[config.mk]
export PLATFORM = sky130hd
export DESIGN_NAME = tsl_sensor
export DESIGN_NICKNAME = d
export VERILOG_FILES = /design/src/tsl_limit_out.v /design/src/tsl_sensor.v
export VERILOG_INCLUDE_DIRS = /design/src /design/src/src
export SDC_FILE = /design/constraint.sdc
export NUM_CORES = 1
export LEC_CHECK = 0
export BUFFER_PORTS_ARGS = -buffer_cell sky130_fd_sc_hd__buf_2
export CAP_MARGIN = 5
export CORE_MARGIN = 2
export CORE_UTILIZATION = 55
export CTS_CLUSTER_SIZE = 40
export DETAILED_ROUTE_END_ITERATION = 10
export GPL_TIMING_DRIVEN = 1
export PLACE_DENSITY = 0.72
export SLEW_MARGIN = 30
export SYNTH_ARGS = -nofsm -noshare
export SYNTH_HDL_FRONTEND = slang
export SYNTH_SLANG_ARGS = --single-unit
[constraint.sdc]
create_clock -name core_clk_i -period 6.45 [get_ports core_clk_i]
set_clock_uncertainty 0.05 [all_clocks]
set_input_delay 1.29 -clock core_clk_i [delete_from_list [all_inputs] [get_ports core_clk_i]]
set_output_delay 1.29 -clock core_clk_i [all_outputs]
set_load 0.1 [all_outputs]
[src/tsl_regs.vh]
`ifndef TSL_REGS_VH
`define TSL_REGS_VH

// Register pointer values
`define TSL_PTR_TEMP_HI   8'h00
`define TSL_PTR_TEMP_LO   8'h01
`define TSL_PTR_STATUS    8'h02
`define TSL_PTR_CONFIG    8'h03
`define TSL_PTR_ALERT_HI  8'h04
`define TSL_PTR_ALERT_LO  8'h05
`define TSL_PTR_CRIT_HI   8'h08
`define TSL_PTR_CRIT_LO   8'h09

// Configuration fields
`define TSL_CFG_RES16     7
`define TSL_CFG_MODE_HI   6
`define TSL_CFG_MODE_LO   5
`define TSL_CFG_INTMODE   4
`define TSL_CFG_RESET     8'h00

// Operating modes in the configuration mode field
`define TSL_MODE_CONT     2'b00
`define TSL_MODE_ONESHOT  2'b01
`define TSL_MODE_SPS      2'b10
`define TSL_MODE_SHDN     2'b11

// Status fields
`define TSL_STAT_NRDY     7
`define TSL_STAT_CRIT     6
`define TSL_STAT_ALERT    4

// Limit reset values, 1/128 degree per step (147 C = 0x4980)
`define TSL_CRIT_RESET    16'h4980
`define TSL_ALERT_RESET   16'h2000

// Resolution: low bits cleared in 13-bit results
`define TSL_RES13_MASK    16'hfff8

// Bus address: fixed upper five bits, two pins below
`define TSL_ADDR_BASE     5'h12

// Timing in its own units and clock rate
`define TSL_CLK_KHZ       25000
`define TSL_CONV_MS       240
`define TSL_FAST_MS       6
`define TSL_SPS_CONV_MS   60
`define TSL_SPS_PERIOD_MS 1000

`endif

[src/tsl_limit_out.v]
`timescale 1ns/100ps
`default_nettype none
`include "tsl_regs.vh"

module tsl_limit_out (
    // Clock and reset
    input  wire        core_clk_i,
    input  wire        rst_i,
    // Result and limit
    input  wire [15:0] temp_i,
    input  wire [15:0] limit_i,
    input  wire        new_result_i,
    // Behaviour control
    input  wire        int_mode_i,
    input  wire        service_i,
    // Output state, high pulls the pin low
    output wire        active_o
);

    reg  active_q;
    wire over;

    // Signed compare of result against limit
    assign over = $signed(temp_i) > $signed(limit_i);

    // Comparator follows each result; interrupt latches until serviced
    always @(posedge core_clk_i) begin
        if (rst_i) begin
            active_q <= 1'b0;
        end else if (!int_mode_i) begin
            if (new_result_i) begin
                active_q <= over;
            end
        end else if (new_result_i && over) begin
            active_q <= 1'b1;
        end else if (service_i) begin
            active_q <= 1'b0;              // Set above wins over service
        end
    end

    assign active_o = active_q;

endmodule
`default_nettype wire

[src/tsl_sensor.v]
// How it works
// - Results default to 13 bits, one step is 1/16 degree.
// - Config bit 7 at pointer 0x03 selects 16-bit results.
// - Two address pins pick one of four bus addresses.
// - Critical output activates when temperature exceeds critical limit.
// - Critical limit resets to the code for 147 degrees.
// - Alert output activates when temperature exceeds alert limit.
// - Both outputs selectable between comparator and interrupt behaviour.
// - First conversion after reset finishes in 6 ms.
// - Shutdown mode stops conversions until another mode is chosen.
// - Power-saving mode takes one sample each second.
// - Default result is twos complement, sign plus twelve bits.
// - Normal continuous or one-shot conversion takes 240 ms.
`timescale 1ns/100ps
`default_nettype none
`include "tsl_regs.vh"

module tsl_sensor #(
    parameter CONV_CYC     = `TSL_CONV_MS * `TSL_CLK_KHZ,
    parameter FAST_CYC     = `TSL_FAST_MS * `TSL_CLK_KHZ,
    parameter SPS_CONV_CYC = `TSL_SPS_CONV_MS * `TSL_CLK_KHZ,
    parameter SPS_IDLE_CYC = (`TSL_SPS_PERIOD_MS - `TSL_SPS_CONV_MS) * `TSL_CLK_KHZ
) (
    // Clock and reset
    input  wire        core_clk_i,
    input  wire        rst_i,
    // Converter sample, sign plus fifteen bits
    input  wire [15:0] adc_sample_i,
    // Address select pins
    input  wire        addr_select_pin_low_i,
    input  wire        addr_select_pin_high_i,
    // Serial bus
    input  wire        scl_i,
    input  wire        sda_i,
    output wire        sda_o,
    output wire        sda_oe_o,
    // Open-drain limit outputs, enable high pulls low
    output wire        critical_temp_output_o,
    output wire        critical_temp_output_oe_o,
    output wire        alert_output_o,
    output wire        alert_output_oe_o
);

    // Bus states
    localparam [2:0] BS_IDLE = 3'd0, BS_ADDR = 3'd1, BS_ACKA = 3'd2, BS_WR = 3'd3;
    localparam [2:0] BS_ACKW = 3'd4, BS_RD = 3'd5, BS_RACK = 3'd6;
    // Conversion states
    localparam [1:0] CV_IDLE = 2'd0, CV_RUN = 2'd1, CV_WAIT = 2'd2;

    reg  [7:0]  cfg_q;
    reg  [15:0] temp_q;
    reg  [15:0] alert_lim_q;
    reg  [15:0] crit_lim_q;
    reg         nrdy_q;
    reg         store_q;
    reg         svc_q;
    reg         oneshot_go_q;
    reg         fast_q;
    reg  [1:0]  cv_st_q;
    reg  [31:0] cnt_q;
    reg         scl_q;
    reg         sda_q;
    reg  [2:0]  bs_q;
    reg  [3:0]  bit_q;
    reg  [7:0]  sh_q;
    reg  [7:0]  ptr_q;
    reg         rw_q;
    reg         ptr_pend_q;
    reg         nack_q;
    reg         sda_oe_q;
    reg         sda_drv_q;
    reg         rd_temp_lo_q;
    reg  [7:0]  rd_byte;
    reg  [31:0] cv_limit;
    wire [1:0]  mode;
    wire        crit_act;
    wire        alert_act;
    wire [6:0]  my_addr;
    wire        scl_rise;
    wire        scl_fall;
    wire        bus_start;
    wire        bus_stop;

    assign mode = cfg_q[`TSL_CFG_MODE_HI:`TSL_CFG_MODE_LO];
    assign my_addr = {`TSL_ADDR_BASE, addr_select_pin_high_i, addr_select_pin_low_i};

    // Bus edge and condition detection on registered pin levels
    assign scl_rise  = scl_i & ~scl_q;
    assign scl_fall  = ~scl_i & scl_q;
    assign bus_start = scl_i & scl_q & sda_q & ~sda_i;
    assign bus_stop  = scl_i & scl_q & ~sda_q & sda_i;

    always @(posedge core_clk_i) begin
        if (rst_i) begin
            scl_q <= 1'b1;
            sda_q <= 1'b1;
        end else begin
            scl_q <= scl_i;
            sda_q <= sda_i;
        end
    end

    // Register read multiplexer
    always @* begin
        case (ptr_q)
            `TSL_PTR_TEMP_HI:  rd_byte = temp_q[15:8];
            `TSL_PTR_TEMP_LO:  rd_byte = temp_q[7:0];
            `TSL_PTR_STATUS:   rd_byte = {nrdy_q, crit_act, 1'b0, alert_act, 4'h0};
            `TSL_PTR_CONFIG:   rd_byte = cfg_q;
            `TSL_PTR_ALERT_HI: rd_byte = alert_lim_q[15:8];
            `TSL_PTR_ALERT_LO: rd_byte = alert_lim_q[7:0];
            `TSL_PTR_CRIT_HI:  rd_byte = crit_lim_q[15:8];
            `TSL_PTR_CRIT_LO:  rd_byte = crit_lim_q[7:0];
            default:           rd_byte = 8'h00;
        endcase
    end

    // Target state machine: address match, pointer, register writes and reads
    always @(posedge core_clk_i) begin
        if (rst_i) begin
            bs_q         <= BS_IDLE;
            bit_q        <= 4'h0;
            sh_q         <= 8'h00;
            ptr_q        <= 8'h00;
            rw_q         <= 1'b0;
            ptr_pend_q   <= 1'b0;
            nack_q       <= 1'b0;
            sda_oe_q     <= 1'b0;
            sda_drv_q    <= 1'b0;
            cfg_q        <= `TSL_CFG_RESET;
            alert_lim_q  <= `TSL_ALERT_RESET;
            crit_lim_q   <= `TSL_CRIT_RESET;
            svc_q        <= 1'b0;
            oneshot_go_q <= 1'b0;
            rd_temp_lo_q <= 1'b0;
        end else begin
            svc_q        <= 1'b0;
            oneshot_go_q <= 1'b0;
            rd_temp_lo_q <= 1'b0;
            if (bus_start) begin
                bs_q       <= BS_ADDR;
                bit_q      <= 4'h0;
                ptr_pend_q <= 1'b1;
                sda_oe_q   <= 1'b0;
            end else if (bus_stop) begin
                bs_q     <= BS_IDLE;
                sda_oe_q <= 1'b0;
            end else if (scl_rise) begin
                if (bs_q == BS_ADDR || bs_q == BS_WR) begin
                    sh_q  <= {sh_q[6:0], sda_i};
                    bit_q <= bit_q + 4'h1;
                end else if (bs_q == BS_RACK) begin
                    nack_q <= sda_i;
                end
            end else if (scl_fall) begin
                case (bs_q)
                    BS_ADDR: begin
                        if (bit_q == 4'h8) begin
                            if (sh_q[7:1] == my_addr) begin
                                bs_q     <= BS_ACKA;
                                rw_q     <= sh_q[0];
                                sda_oe_q <= 1'b1;
                            end else begin
                                bs_q <= BS_IDLE;
                            end
                        end
                    end
                    BS_ACKA, BS_RACK: begin
                        if (bs_q == BS_RACK && nack_q) begin
                            bs_q     <= BS_IDLE;
                            sda_oe_q <= 1'b0;
                        end else if (bs_q == BS_RACK || rw_q) begin
                            // Load next byte; a status read services latched outputs
                            bs_q         <= BS_RD;
                            sda_oe_q     <= ~rd_byte[7];
                            sh_q         <= {rd_byte[6:0], 1'b0};
                            bit_q        <= 4'h1;
                            ptr_q        <= ptr_q + 8'h01;
                            svc_q        <= (ptr_q == `TSL_PTR_STATUS);
                            rd_temp_lo_q <= (ptr_q == `TSL_PTR_TEMP_LO);
                        end else begin
                            bs_q     <= BS_WR;
                            bit_q    <= 4'h0;
                            sda_oe_q <= 1'b0;
                        end
                    end
                    BS_WR: begin
                        if (bit_q == 4'h8) begin
                            bs_q       <= BS_ACKW;
                            sda_oe_q   <= 1'b1;
                            ptr_pend_q <= 1'b0;
                            if (ptr_pend_q) begin
                                ptr_q <= sh_q;
                            end else begin
                                ptr_q <= ptr_q + 8'h01;
                                case (ptr_q)
                                    `TSL_PTR_CONFIG: begin
                                        cfg_q        <= sh_q;
                                        oneshot_go_q <= (sh_q[`TSL_CFG_MODE_HI:`TSL_CFG_MODE_LO]
                                                         == `TSL_MODE_ONESHOT);
                                    end
                                    `TSL_PTR_ALERT_HI: alert_lim_q[15:8] <= sh_q;
                                    `TSL_PTR_ALERT_LO: alert_lim_q[7:0]  <= sh_q;
                                    `TSL_PTR_CRIT_HI:  crit_lim_q[15:8]  <= sh_q;
                                    `TSL_PTR_CRIT_LO:  crit_lim_q[7:0]   <= sh_q;
                                    default: ;
                                endcase
                            end
                        end
                    end
                    BS_ACKW: begin
                        bs_q     <= BS_WR;
                        bit_q    <= 4'h0;
                        sda_oe_q <= 1'b0;
                    end
                    BS_RD: begin
                        if (bit_q == 4'h8) begin
                            bs_q     <= BS_RACK;
                            sda_oe_q <= 1'b0;
                        end else begin
                            sda_oe_q <= ~sh_q[7];
                            sh_q     <= {sh_q[6:0], 1'b0};
                            bit_q    <= bit_q + 4'h1;
                        end
                    end
                    default: bs_q <= BS_IDLE;
                endcase
            end
        end
    end

    // Conversion length for the current pass
    always @* begin
        if (fast_q) begin
            cv_limit = FAST_CYC;
        end else if (mode == `TSL_MODE_SPS) begin
            cv_limit = SPS_CONV_CYC;
        end else begin
            cv_limit = CONV_CYC;
        end
    end

    // Conversion sequencer: continuous, one-shot, one per second, shutdown
    always @(posedge core_clk_i) begin
        if (rst_i) begin
            cv_st_q <= CV_IDLE;
            cnt_q   <= 32'h0;
            fast_q  <= 1'b1;
            store_q <= 1'b0;
            temp_q  <= 16'h0000;
            nrdy_q  <= 1'b1;
        end else begin
            store_q <= 1'b0;
            if (rd_temp_lo_q) begin
                nrdy_q <= 1'b1;
            end
            case (cv_st_q)
                CV_IDLE: begin
                    cnt_q <= 32'h0;
                    if (oneshot_go_q || mode == `TSL_MODE_CONT || mode == `TSL_MODE_SPS) begin
                        cv_st_q <= CV_RUN;
                    end
                end
                CV_RUN: begin
                    if (mode == `TSL_MODE_SHDN) begin
                        cv_st_q <= CV_IDLE;
                    end else if (cnt_q >= cv_limit - 32'h1) begin
                        cnt_q   <= 32'h0;
                        fast_q  <= 1'b0;
                        store_q <= 1'b1;
                        nrdy_q  <= 1'b0;                 // New result wins over read
                        if (cfg_q[`TSL_CFG_RES16]) begin
                            temp_q <= adc_sample_i;
                        end else begin
                            temp_q <= adc_sample_i & `TSL_RES13_MASK;
                        end
                        if (mode == `TSL_MODE_SPS) begin
                            cv_st_q <= CV_WAIT;
                        end else if (mode == `TSL_MODE_ONESHOT) begin
                            cv_st_q <= CV_IDLE;
                        end
                    end else begin
                        cnt_q <= cnt_q + 32'h1;
                    end
                end
                CV_WAIT: begin
                    if (mode != `TSL_MODE_SPS) begin
                        cv_st_q <= CV_IDLE;
                    end else if (cnt_q >= SPS_IDLE_CYC - 1) begin
                        cnt_q   <= 32'h0;
                        cv_st_q <= CV_RUN;
                    end else begin
                        cnt_q <= cnt_q + 32'h1;
                    end
                end
                default: cv_st_q <= CV_IDLE;
            endcase
        end
    end

    // Critical limit output
    tsl_limit_out u_crit (
        .core_clk_i   (core_clk_i),
        .rst_i        (rst_i),
        .temp_i       (temp_q),
        .limit_i      (crit_lim_q),
        .new_result_i (store_q),
        .int_mode_i   (cfg_q[`TSL_CFG_INTMODE]),
        .service_i    (svc_q),
        .active_o     (crit_act)
    );

    // Alert limit output
    tsl_limit_out u_alert (
        .core_clk_i   (core_clk_i),
        .rst_i        (rst_i),
        .temp_i       (temp_q),
        .limit_i      (alert_lim_q),
        .new_result_i (store_q),
        .int_mode_i   (cfg_q[`TSL_CFG_INTMODE]),
        .service_i    (svc_q),
        .active_o     (alert_act)
    );

    // Open-drain pins only ever pull low
    assign sda_o                     = sda_drv_q;
    assign sda_oe_o                  = sda_oe_q;
    assign critical_temp_output_o    = sda_drv_q;
    assign critical_temp_output_oe_o = crit_act;
    assign alert_output_o            = sda_drv_q;
    assign alert_output_oe_o         = alert_act;

endmodule
`default_nettype wire

==> flow_summary.json, run 1 <==
{
  "grt.overflow.total": 0,
  "outcome": "finished, final reports clean",
  "cts_hold_buf": 0,
  "crit_top_cell": "a211oi_1",
  "clock-root-buffer": "clkbuf_16",
  "num_rows": 43,
  "grt_pass1_vias": 6701,
  "ctsResizeCount": 0,
  "place.gp.congestion": 0.952,
  "synth-seq-area-share_pct": 32.0,
  "ys.flop_type": "dfxtp_1",
  "async_flop_share_pct": 0,
  "cp_slowest_stage_delay_ns": 0.59,
  "synth_seq_cells": 127,
  "numCtsBuffers": 17,
  "path_cells": "nand2b_1 > nand2_1 > ha_1 > nand4bb_4 > a211oi_1 > a211oi_1 > a21oi_2 > buf_4 > mux2_1 > nor2_1",
  "antenna_cells": 0,
  "power.density_nw_per_um2": 215,
  "die_h_um": 124,
  "rsz0062_at_grt": "false",
  "fin_crit_sh_pct": 52.2,
  "worstPathArrival_ns": 3.67,
  "synth_top_area_share_pct": 32.0,
  "required_ns": 6.76,
  "synth-compound-area-share_pct": 22.4,
  "min_path_type": "flip-flop to flip-flop",
  "drt_iter0_drc": 716,
  "port_buffers": 24,
  "mostFrequentLayoutCells": "127 x dfxtp_1, 90 x nor2_1, 84 x nand2_1",
  "num_vias": 7163,
  "yosys_warnings": 0,
  "insertion_delay_ns": 0.42,
  "synth_area_um2": 7940,
  "clk_pin_slew_ns": 0.06,
  "setup_violations": 0,
  "worst_pin_slew_ns": 0.895,
  "dp_slack_ns": 2.89,
  "layout.cells.most_common": "dfxtp_1",
  "end_kind": "flip-flop",
  "dr.pass1.iters": 5,
  "clockBufferDepth": 2,
  "clock_sinks": 127,
  "htree_levels": 4,
  "grt_pass1_wl_um": 34700,
  "syn_inst": 964,
  "synthMuxAreaShare_pct": 6.32,
  "drc": 0,
  "drt-total-wl_um": 21000,
  "drive_gt1_share_pct": 10.1,
  "tns_ns": 0,
  "nets": 1038,
  "yosysUniqueCellTypes": 76,
  "crit_fanout": 19,
  "max-slew-margin-rel_pct": 40.2,
  "synth-simple-area-share_pct": 22.1,
  "synthAdderAreaFrac_pct": 9.77,
  "synth_edf_count": 0,
  "fp.dieW_um": 124,
  "hold_viol": 0,
  "synthXorXnorAreaFrac_pct": 1.10,
  "die_area_um2": 15400,
  "ant_nets": 0,
  "critical_path_class": "flip-flop to flip-flop",
  "maxCapViolCount": 0,
  "fin_hold_ws_ns": 0.408,
  "antenna_found_initial": 0,
  "yosys.area.top_type": "dfxtp_1",
  "ir_drop_uv": 200,
  "cts_setup_buffers": 0,
  "avgSynthCellArea_um2": 8.23,
  "start_util_pct": 56.7,
  "grt_use_total_pct": 29.1,
  "cp_slowest_cell": "a211oi_1",
  "synth_top_family_by_area": "compound AO/OA/AOI/OAI gates",
  "syn_to_final_growth_pct": 9.03,
  "core_area_um2": 14000,
  "viasPerCell": 6.24,
  "p_leak_nw": 3.37,
  "synth.area.top_cells": "dfxtp_1 32%, ha_1 9.8%, mux2i_1 6.2%, nor2_1 4.3%, nand2_1 4.0%",
  "max_clock_freq_mhz": 297,
  "cp-start-kind": "flip-flop",
  "grt_max_degree": 60,
  "cts_tree": "built",
  "dp_hpwl_um": 14400,
  "wl_per_cell_um": 18.3,
  "final.setup.worst_slack_ns": 3.08,
  "fin_crit_ns": 3.37,
  "io_pins": 28,
  "fillers": 1251,
  "slew_violations": 0
}
-- worst max-delay path, delay by kind of cell, from the launching register on --
kind            cells  cell delay, ns
simple gates        4            0.75
fa+ha+maj           1            0.39
buf+inv             1            0.32
compound gates      3            0.95
flops               1            0.46
mux                 1            0.36
-- worst paths after layout --
path / startpoint / endpoint / slack (ns) / depth (start not counted)
max: cfg_q[5] / temp_q[0] / 3.08 / 10
min: cfg_q[0] / cfg_q[0] / 0.41 / 2
max reg2reg: cfg_q[5] / temp_q[0] / 3.08 / 10
min reg2reg: cfg_q[0] / cfg_q[0] / 0.41 / 2
-- synth_stat cells, drive strengths merged (3+ instances only) --
master and n:
and3 14, a211oi 15, nand4 31, a221oi 4, xnor2 6, nand4b 4, nor3b 4, a21o 8
a22oi 17, dfxtp 127, xor2 4, buf 16, a211o 5, inv 54, a31oi 6, mux2i 49
nand3 37, a21oi 60, nand2b 10, and2 23, or2 4, a2bb2oi 4, a22o 5, o21bai 4
o22ai 5, o211ai 3, o21ai 51, a2111o 3, o31ai 15, nor2b 11, a31o 15, ha 62
nor4 10, nand2 84, nor3 11, nor2 91, a2111oi 5, o32ai 4, a32oi 5, and4 3
clkbuf 47
-- flip-flops by register name (all words and copies together) (netlist names), 2 cells and up --
signal / count
alert_lim_q: 16
bit_q: 4
bs_q: 3
cfg_q: 8
cnt_q: 32
crit_lim_q: 16
cv_st_q: 2
ptr_q: 8
sh_q: 8
temp_q: 16
-- logic make-up after synthesis --
family	count (synthesis)
multiplexers	50
buffers and inverters	117
other	1
AND/OR/NAND/NOR	346
XOR/XNOR	10
adder cells (fa/ha/maj)	62
AO/OA/AOI/OAI	251
flip-flops	127
-- power breakdown --
group	internal [mW]	switching, mW	total (mW)
Clock	0.586	0.365	0.951
Sequential	0.791	0.0114	0.802
Combinational	0.0341	0.0699	0.104
-- per-stage QoR --
| stage | total power, mW | area [µm²] | utilization, % | cells |
|---|---|---|---|---|
| after global routing | 1.92 | 8650 | 61.9 | 1147 |
| after detailed placement | 0.922 | 8070 | 57.7 | 1115 |
| final | 1.86 | 8650 | 61.9 | 1147 |
| after global placement | 0.923 | 8070 | 57.7 | 1115 |
| after CTS | 1.86 | 8640 | 61.8 | 1147 |
| after floorplan | 0.898 | 7950 | - | 967 |
-- metal layers --
metal,share of wire (%),wire (µm),global-route usage [%]
met2,44,9340,44.6
met4,1.6,346,8.85
met1,45,9520,40.1
met5,0,0,0
met3,8.6,1820,7.51
-- layout make-up --
class                   count  area [µm²]  area share [%]
flip-flops and latches    127        2540            29.4
clock buffers              22         464            5.36
repair buffers             31         173            2.00
clock inverters            10         113            1.30
inverters                  54         203            2.34
multi-input cells         723        4930            57.0
well taps                 180         225            2.60
Power figures use the tool's default switching activity.
==> inputs of run 2 (changes only) <==
ABC_AREA = 1   (was default)
clock period = 3.12 ns   (was 6.45 ns; I/O delays follow)
==> run 2 against run 1 <==
Net effect: synthesized area is 1.4% higher; maximum frequency is 31% higher; core utilization is 0.92 points lower; sequential share of layout area is 0.46 points lower.
==> flow_summary.json, run 2 <==
{
  "dp_hpwl_um": 16300,
  "num_vias": 7628,
  "hold_viol": 0,
  "cp-start-kind": "flip-flop",
  "synth-seq-area-share_pct": 31.6,
  "cts_hold_buf": 0,
  "drt-total-wl_um": 21800,
  "synth_edf_count": 0,
  "htree_levels": 4,
  "worstPathArrival_ns": 2.82,
  "yosys.area.top_type": "dfxtp_1",
  "cp_slowest_cell": "dfxtp_1",
  "critPathTopFamily": "simple AND/OR/NAND/NOR gates",
  "numCtsBuffers": 17,
  "die_h_um": 125,
  "max-slew-margin-rel_pct": 61.0,
  "synth_area_um2": 8050,
  "synth_top_area_share_pct": 31.6,
  "drt_iter0_drc": 681,
  "grt_pass1_wl_um": 36100,
  "yosysMostFrequentCell": "nand2_1",
  "layout.cells.most_common": "nand2_1",
  "tns_ns": 0,
  "grt.overflow.total": 0,
  "start_util_pct": 55.8,
  "crit_buf_inv": 4,
  "final.setup.worst_slack_ns": 0.545,
  "fp.dieW_um": 125,
  "io_pins": 28,
  "synth_seq_cells": 127,
  "wl_per_cell_um": 15.8,
  "required_ns": 3.36,
  "clock_sinks": 127,
  "cts_tree": "built",
  "ant_nets": 0,
  "clock-root-buffer": "clkbuf_16",
  "grtUsageMet1_pct": 39.0,
  "drive_gt1_share_pct": 9.33,
  "setup_violations": 0,
  "die_area_um2": 15600,
  "grt_use_total_pct": 28.5,
  "dr.pass1.iters": 5,
  "top_usage_layer": "met2",
  "power.density_nw_per_um2": 471,
  "outcome": "finished, final reports clean",
  "cts_setup_buffers": 0,
  "synth.top_cells.by_count": "212 x nand2_1, 173 x inv_1, 127 x dfxtp_1",
  "port_buffers": 24,
  "grt_use_met3_pct": 7.96,
  "mostFrequentLayoutCells": "212 x nand2_1, 172 x inv_1, 127 x dfxtp_1",
  "fin_crit_ns": 2.57,
  "grt_pass1_vias": 7357,
  "avgSynthCellArea_um2": 6.83,
  "place_inst": 1352,
  "antenna_found_initial": 0,
  "grt_max_degree": 41,
  "regMostFlops": "cnt_q",
  "yosysUniqueCellTypes": 50,
  "yosys_warnings": 0,
  "path_cells": "inv_1 > nor2_2 > inv_1 > nor2_1 > inv_1 > ha_1 > nand2_1 > nor2_1 > inv_1 > nor2_1 > nand2_1 > nand2_1 > nand2_1 > nand3_1 > nand2_2 > nand3_1 > a21oi_1",
  "drc": 0,
  "syn_to_final_growth_pct": 9.18,
  "rsz0062_at_grt": "false",
  "ys.flop_type": "dfxtp_1",
  "slew_violations": 0,
  "insertion_delay_ns": 0.43,
  "clockBufferDepth": 2,
  "clk_pin_slew_ns": 0.07,
  "num_rows": 44,
  "critical_path_class": "flip-flop to flip-flop",
  "maxCapViolCount": 0,
  "dp_slack_ns": 0.380,
  "gr-usage-met2_pct": 44.1,
  "largest_reg_flops": 32,
  "cp_slowest_stage_delay_ns": 0.36,
  "fin_hold_ws_ns": 0.387,
  "antenna_cells": 0,
  "core_area_um2": 14400,
  "min_path_type": "input port to flip-flop",
  "instances_no_fill": 1384,
  "synth.area.top_cells": "dfxtp_1 32%, nand2_1 9.9%, ha_1 9.6%, inv_1 8.1%, a21oi_1 7.5%",
  "syn_inst": 1178,
  "nets": 1271,
  "max_clock_freq_mhz": 388,
  "fin_crit_sh_pct": 82.5,
  "end_kind": "flip-flop",
  "viasPerCell": 5.51,
  "p_leak_nw": 3.95,
  "async_flop_share_pct": 0,
  "ir_drop_uv": 440,
  "crit_fanout": 25,
  "worst_pin_slew_ns": 0.584,
  "place.gp.congestion": 0.940
}
[run 2: kinds of logic after synthesis]
group                      share of synthesized area, %
AOI/OAI and AO/OA                                  17.3
xor gates and xnor gates                           1.85
adders and majority gates                          9.63
buffers and inverters                              11.2
DFF                                                31.6
other                                            0.0466
and+or+nand+nor                                    28.4
[run 2: tightest hold or removal path, delay by kind of cell]
family                 cells  cell delay (ns)
AND/OR/NAND/NOR            2             0.13
buffers and inverters      1             0.08
[run 2: path summary, 6_finish.rpt]
check             startpoint         to  slack (ns)  cells past startpoint
min          adc_sample_i[1]  temp_q[1]        0.39                      3
min reg2reg        cnt_q[29]  cnt_q[29]        0.39                      2
max reg2reg         cfg_q[6]  cnt_q[22]        0.55                     17
max                 cfg_q[6]  cnt_q[22]        0.55                     17
[run 2: final cells by class]
type                       instances  area (µm²)
clock buffer                      17         425
clock inverter                    15         143
inverter                         181         682
tap                              184         230
multi-input combinational        833        4630
fill                            1371        5630
sequential                       127        2540
timing repair buffer              27         143
[run 2: timing repair]
item                                    in CTS  in global routing
endpoints found under the setup margin       0                  2
hold endpoints to repair                     0                  0
gates resized for setup                      0                  1
[run 2: through the flow]
| step | instance area [µm²] | util, % | power [mW] |
|---|---|---|---|
| floorplan | 8060 | - | 2.14 |
| global placement | 8220 | 57.0 | 2.25 |
| detailed placement | 8220 | 57.0 | 2.25 |
| CTS | 8790 | 60.9 | 4.15 |
| global route | 8790 | 60.9 | 4.29 |
| finish | 8790 | 60.9 | 4.14 |
[run 2: per-layer routing]
layer / vias to the layer above / wire [µm] / part of all wire [%]
li1: 3879 / - / -
met1: 3453 / 10300 / 47
met2: 245 / 9340 / 43
met3: 51 / 1680 / 7.7
met4: 0 / 481 / 2.2
met5: - / 0 / 0
[run 2: power breakdown]
group          internal, mW  switching [mW]  total (mW)  leakage, nW
clock network          1.05           0.875        1.93        0.270
logic                 0.121           0.408       0.529         2.65
registers              1.65          0.0363        1.68         1.02
==> inputs of run 3 (changes only) <==
ABC_AREA = 0   (was 1)
clock period = 2.5 ns   (was 3.12 ns; I/O delays follow)
==> run 3 against run 2 <==
Net effect: die area down 1.4%; highest routed layer unchanged; core utilization rose by 6.7 points; count of clock-buffer cells in the layout rose by 2; hold slack worse by 0.13 ns; combinational power is 34% lower; worst setup slack worse by 0.78 ns; first-iteration DRC count fell by 1.5%; sequential share of layout area down 2.0 points; clock power up 27%; global-route usage increased by 1.1 points; non-clock buffer count rose by 70; total power grew 18%; critical path type unchanged; the flow now finishes with violations (setup timing); largest cell class unchanged.
==> flow_summary.json, run 3 (synthesis results as in run 1) <==
{
  "outcome": "finished with violations",
  "violations": "setup timing",
  "rsz0062_at_grt": "true",
  "die_h_um": 124,
  "numCtsBuffers": 17,
  "p_leak_nw": 3.77,
  "num_rows": 43,
  "ir_drop_uv": 644,
  "port_buffers": 24,
  "grt_pass1_wl_um": 35100,
  "grt_use_met3_pct": 6.00,
  "drt_iter0_drc": 671,
  "mostFrequentLayoutCells": "124 x dfxtp_1, 89 x nor2_1, 83 x nand2_1",
  "rrSetupSlack_ns": -0.23,
  "largest_reg_flops": 32,
  "tns_ns": -7.15,
  "place.gp.congestion": 0.973,
  "hold_path_depth": 3,
  "grt.overflow.total": 0,
  "drive_gt1_share_pct": 19.1,
  "clk_pin_slew_ns": 0.06,
  "cts_hold_buf": 0,
  "max_clock_freq_mhz": 366,
  "rr_worst_depth": 13,
  "core_area_um2": 14000,
  "min_path_type": "input port to flip-flop",
  "grt_max_degree": 73,
  "final.setup.worst_slack_ns": -0.230,
  "cp-start-kind": "flip-flop",
  "setup_violations": 45,
  "power.density_nw_per_um2": 515,
  "clockBufferDepth": 2,
  "gr-usage-met2_pct": 44.1,
  "drt-total-wl_um": 22700,
  "fp.dieW_um": 124,
  "antenna_found_initial": 0,
  "wl_per_cell_um": 18.7,
  "place_inst": 1169,
  "syn_to_final_growth_pct": 19.2,
  "antenna_cells": 0,
  "clock-root-buffer": "clkbuf_16",
  "fillers": 1145,
  "start_util_pct": 56.7,
  "max-slew-margin-rel_pct": 53.2,
  "die_area_um2": 15400,
  "cts_tree": "built",
  "grt_use_total_pct": 29.6,
  "htree_levels": 4,
  "critical_path_class": "flip-flop to flip-flop",
  "io_pins": 28,
  "top_usage_layer": "met2",
  "instances_no_fill": 1214,
  "dp_hpwl_um": 15200,
  "end_kind": "flip-flop",
  "fin_hold_ws_ns": 0.258,
  "worstPathArrival_ns": 3.03,
  "required_ns": 2.80,
  "fin_crit_ns": 2.73,
  "dr.pass1.iters": 5,
  "insertion_delay_ns": 0.43,
  "maxCapViolCount": 0,
  "fin_crit_sh_pct": 109,
  "worst_pin_slew_ns": 0.703,
  "slew_violations": 0,
  "finalPower_mw": 4.88,
  "nets": 1105,
  "clock_sinks": 127,
  "viasPerCell": 6.28,
  "layout.cells.most_common": "dfxtp_1",
  "num_vias": 7620,
  "regMostFlops": "cnt_q",
  "crit_fanout": 8,
  "ant_nets": 0,
  "drc": 0,
  "grt_pass1_vias": 6973,
  "hold_viol": 0,
  "grtUsageMet1_pct": 41.0
}
[run 3: changes by cell type in the layout (fill, tap and decap cells not counted), sizes merged, moves of 49 or more]
cell   previous run  this run
a21oi           122        60
nand2           224        84
inv             190        54
buf              27        96
mux2i             0        49
o21ai           102        51
nand3           104        37
[run 3: per-layer routing]
| metal | share of wire (%) | vias to the layer above | wire length, µm |
|---|---|---|---|
| li1 | - | 3627 | - |
| met1 | 45 | 3558 | 10300 |
| met2 | 43 | 359 | 9740 |
| met3 | 8.3 | 76 | 1890 |
| met4 | 3.3 | 0 | 758 |
| met5 | 0 | - | 0 |
[run 3: per-stage QoR]
step / setup WS [ns] / utilization [%] / cell area (µm²)
CTS: -0.0765 / 66.6 / 9320
detailed placement: -0.129 / 61.1 / 8550
global placement: -0.0386 / 61.1 / 8550
global route: -0.318 / 67.7 / 9470
floorplan: 0.00496 / - / 7990
finish: -0.230 / 67.7 / 9470
[run 3: power breakdown]
group	switching [mW]	total (mW)	internal, mW
clock network	0.973	2.46	1.49
registers	0.0255	2.07	2.04
logic	0.215	0.351	0.136
total	1.21	4.88	3.67
[run 3: cell type report]
cell class	count	area (µm²)	area share, %
Multi-Input combinational cell	724	5140	54.3
Sequential cell	127	2550	26.9
Timing Repair Buffer	97	762	8.05
Clock buffer	19	443	4.68
Tap cell	180	225	2.38
Inverter	54	205	2.17
Clock inverter	13	141	1.49
[run 3: worst max-delay path, cell delays in order, from the launching register on]
cell and delay, ns:
dfxtp_2 0.31, nand2b_4 0.17, nor2_4 0.15, inv_4 0.06, ha_4 0.21, nand4_1 0.11, buf_4 0.13, nor4_4 0.05
buf_4 0.15, a2111oi_4 0.43, o2111ai_4 0.22, buf_4 0.20, and2_4 0.19, o31ai_2 0.21
[run 3: path summary, 6_finish.rpt]
check / to / from
worst max-delay path: cnt_q[13] / cfg_q[5]
worst min register to register: cfg_q[1] / cfg_q[1]
worst max register to register: cnt_q[13] / cfg_q[5]
worst min-delay path: temp_q[12] / adc_sample_i[12]
[run 3: timing repair]
item / CTS / global route
pin swaps: 6 / 32
buffers inserted: 7 / 4
gates cloned: 2 / 2
endpoints found under the setup margin: 38 / 47
gates resized for setup: 16 / 28
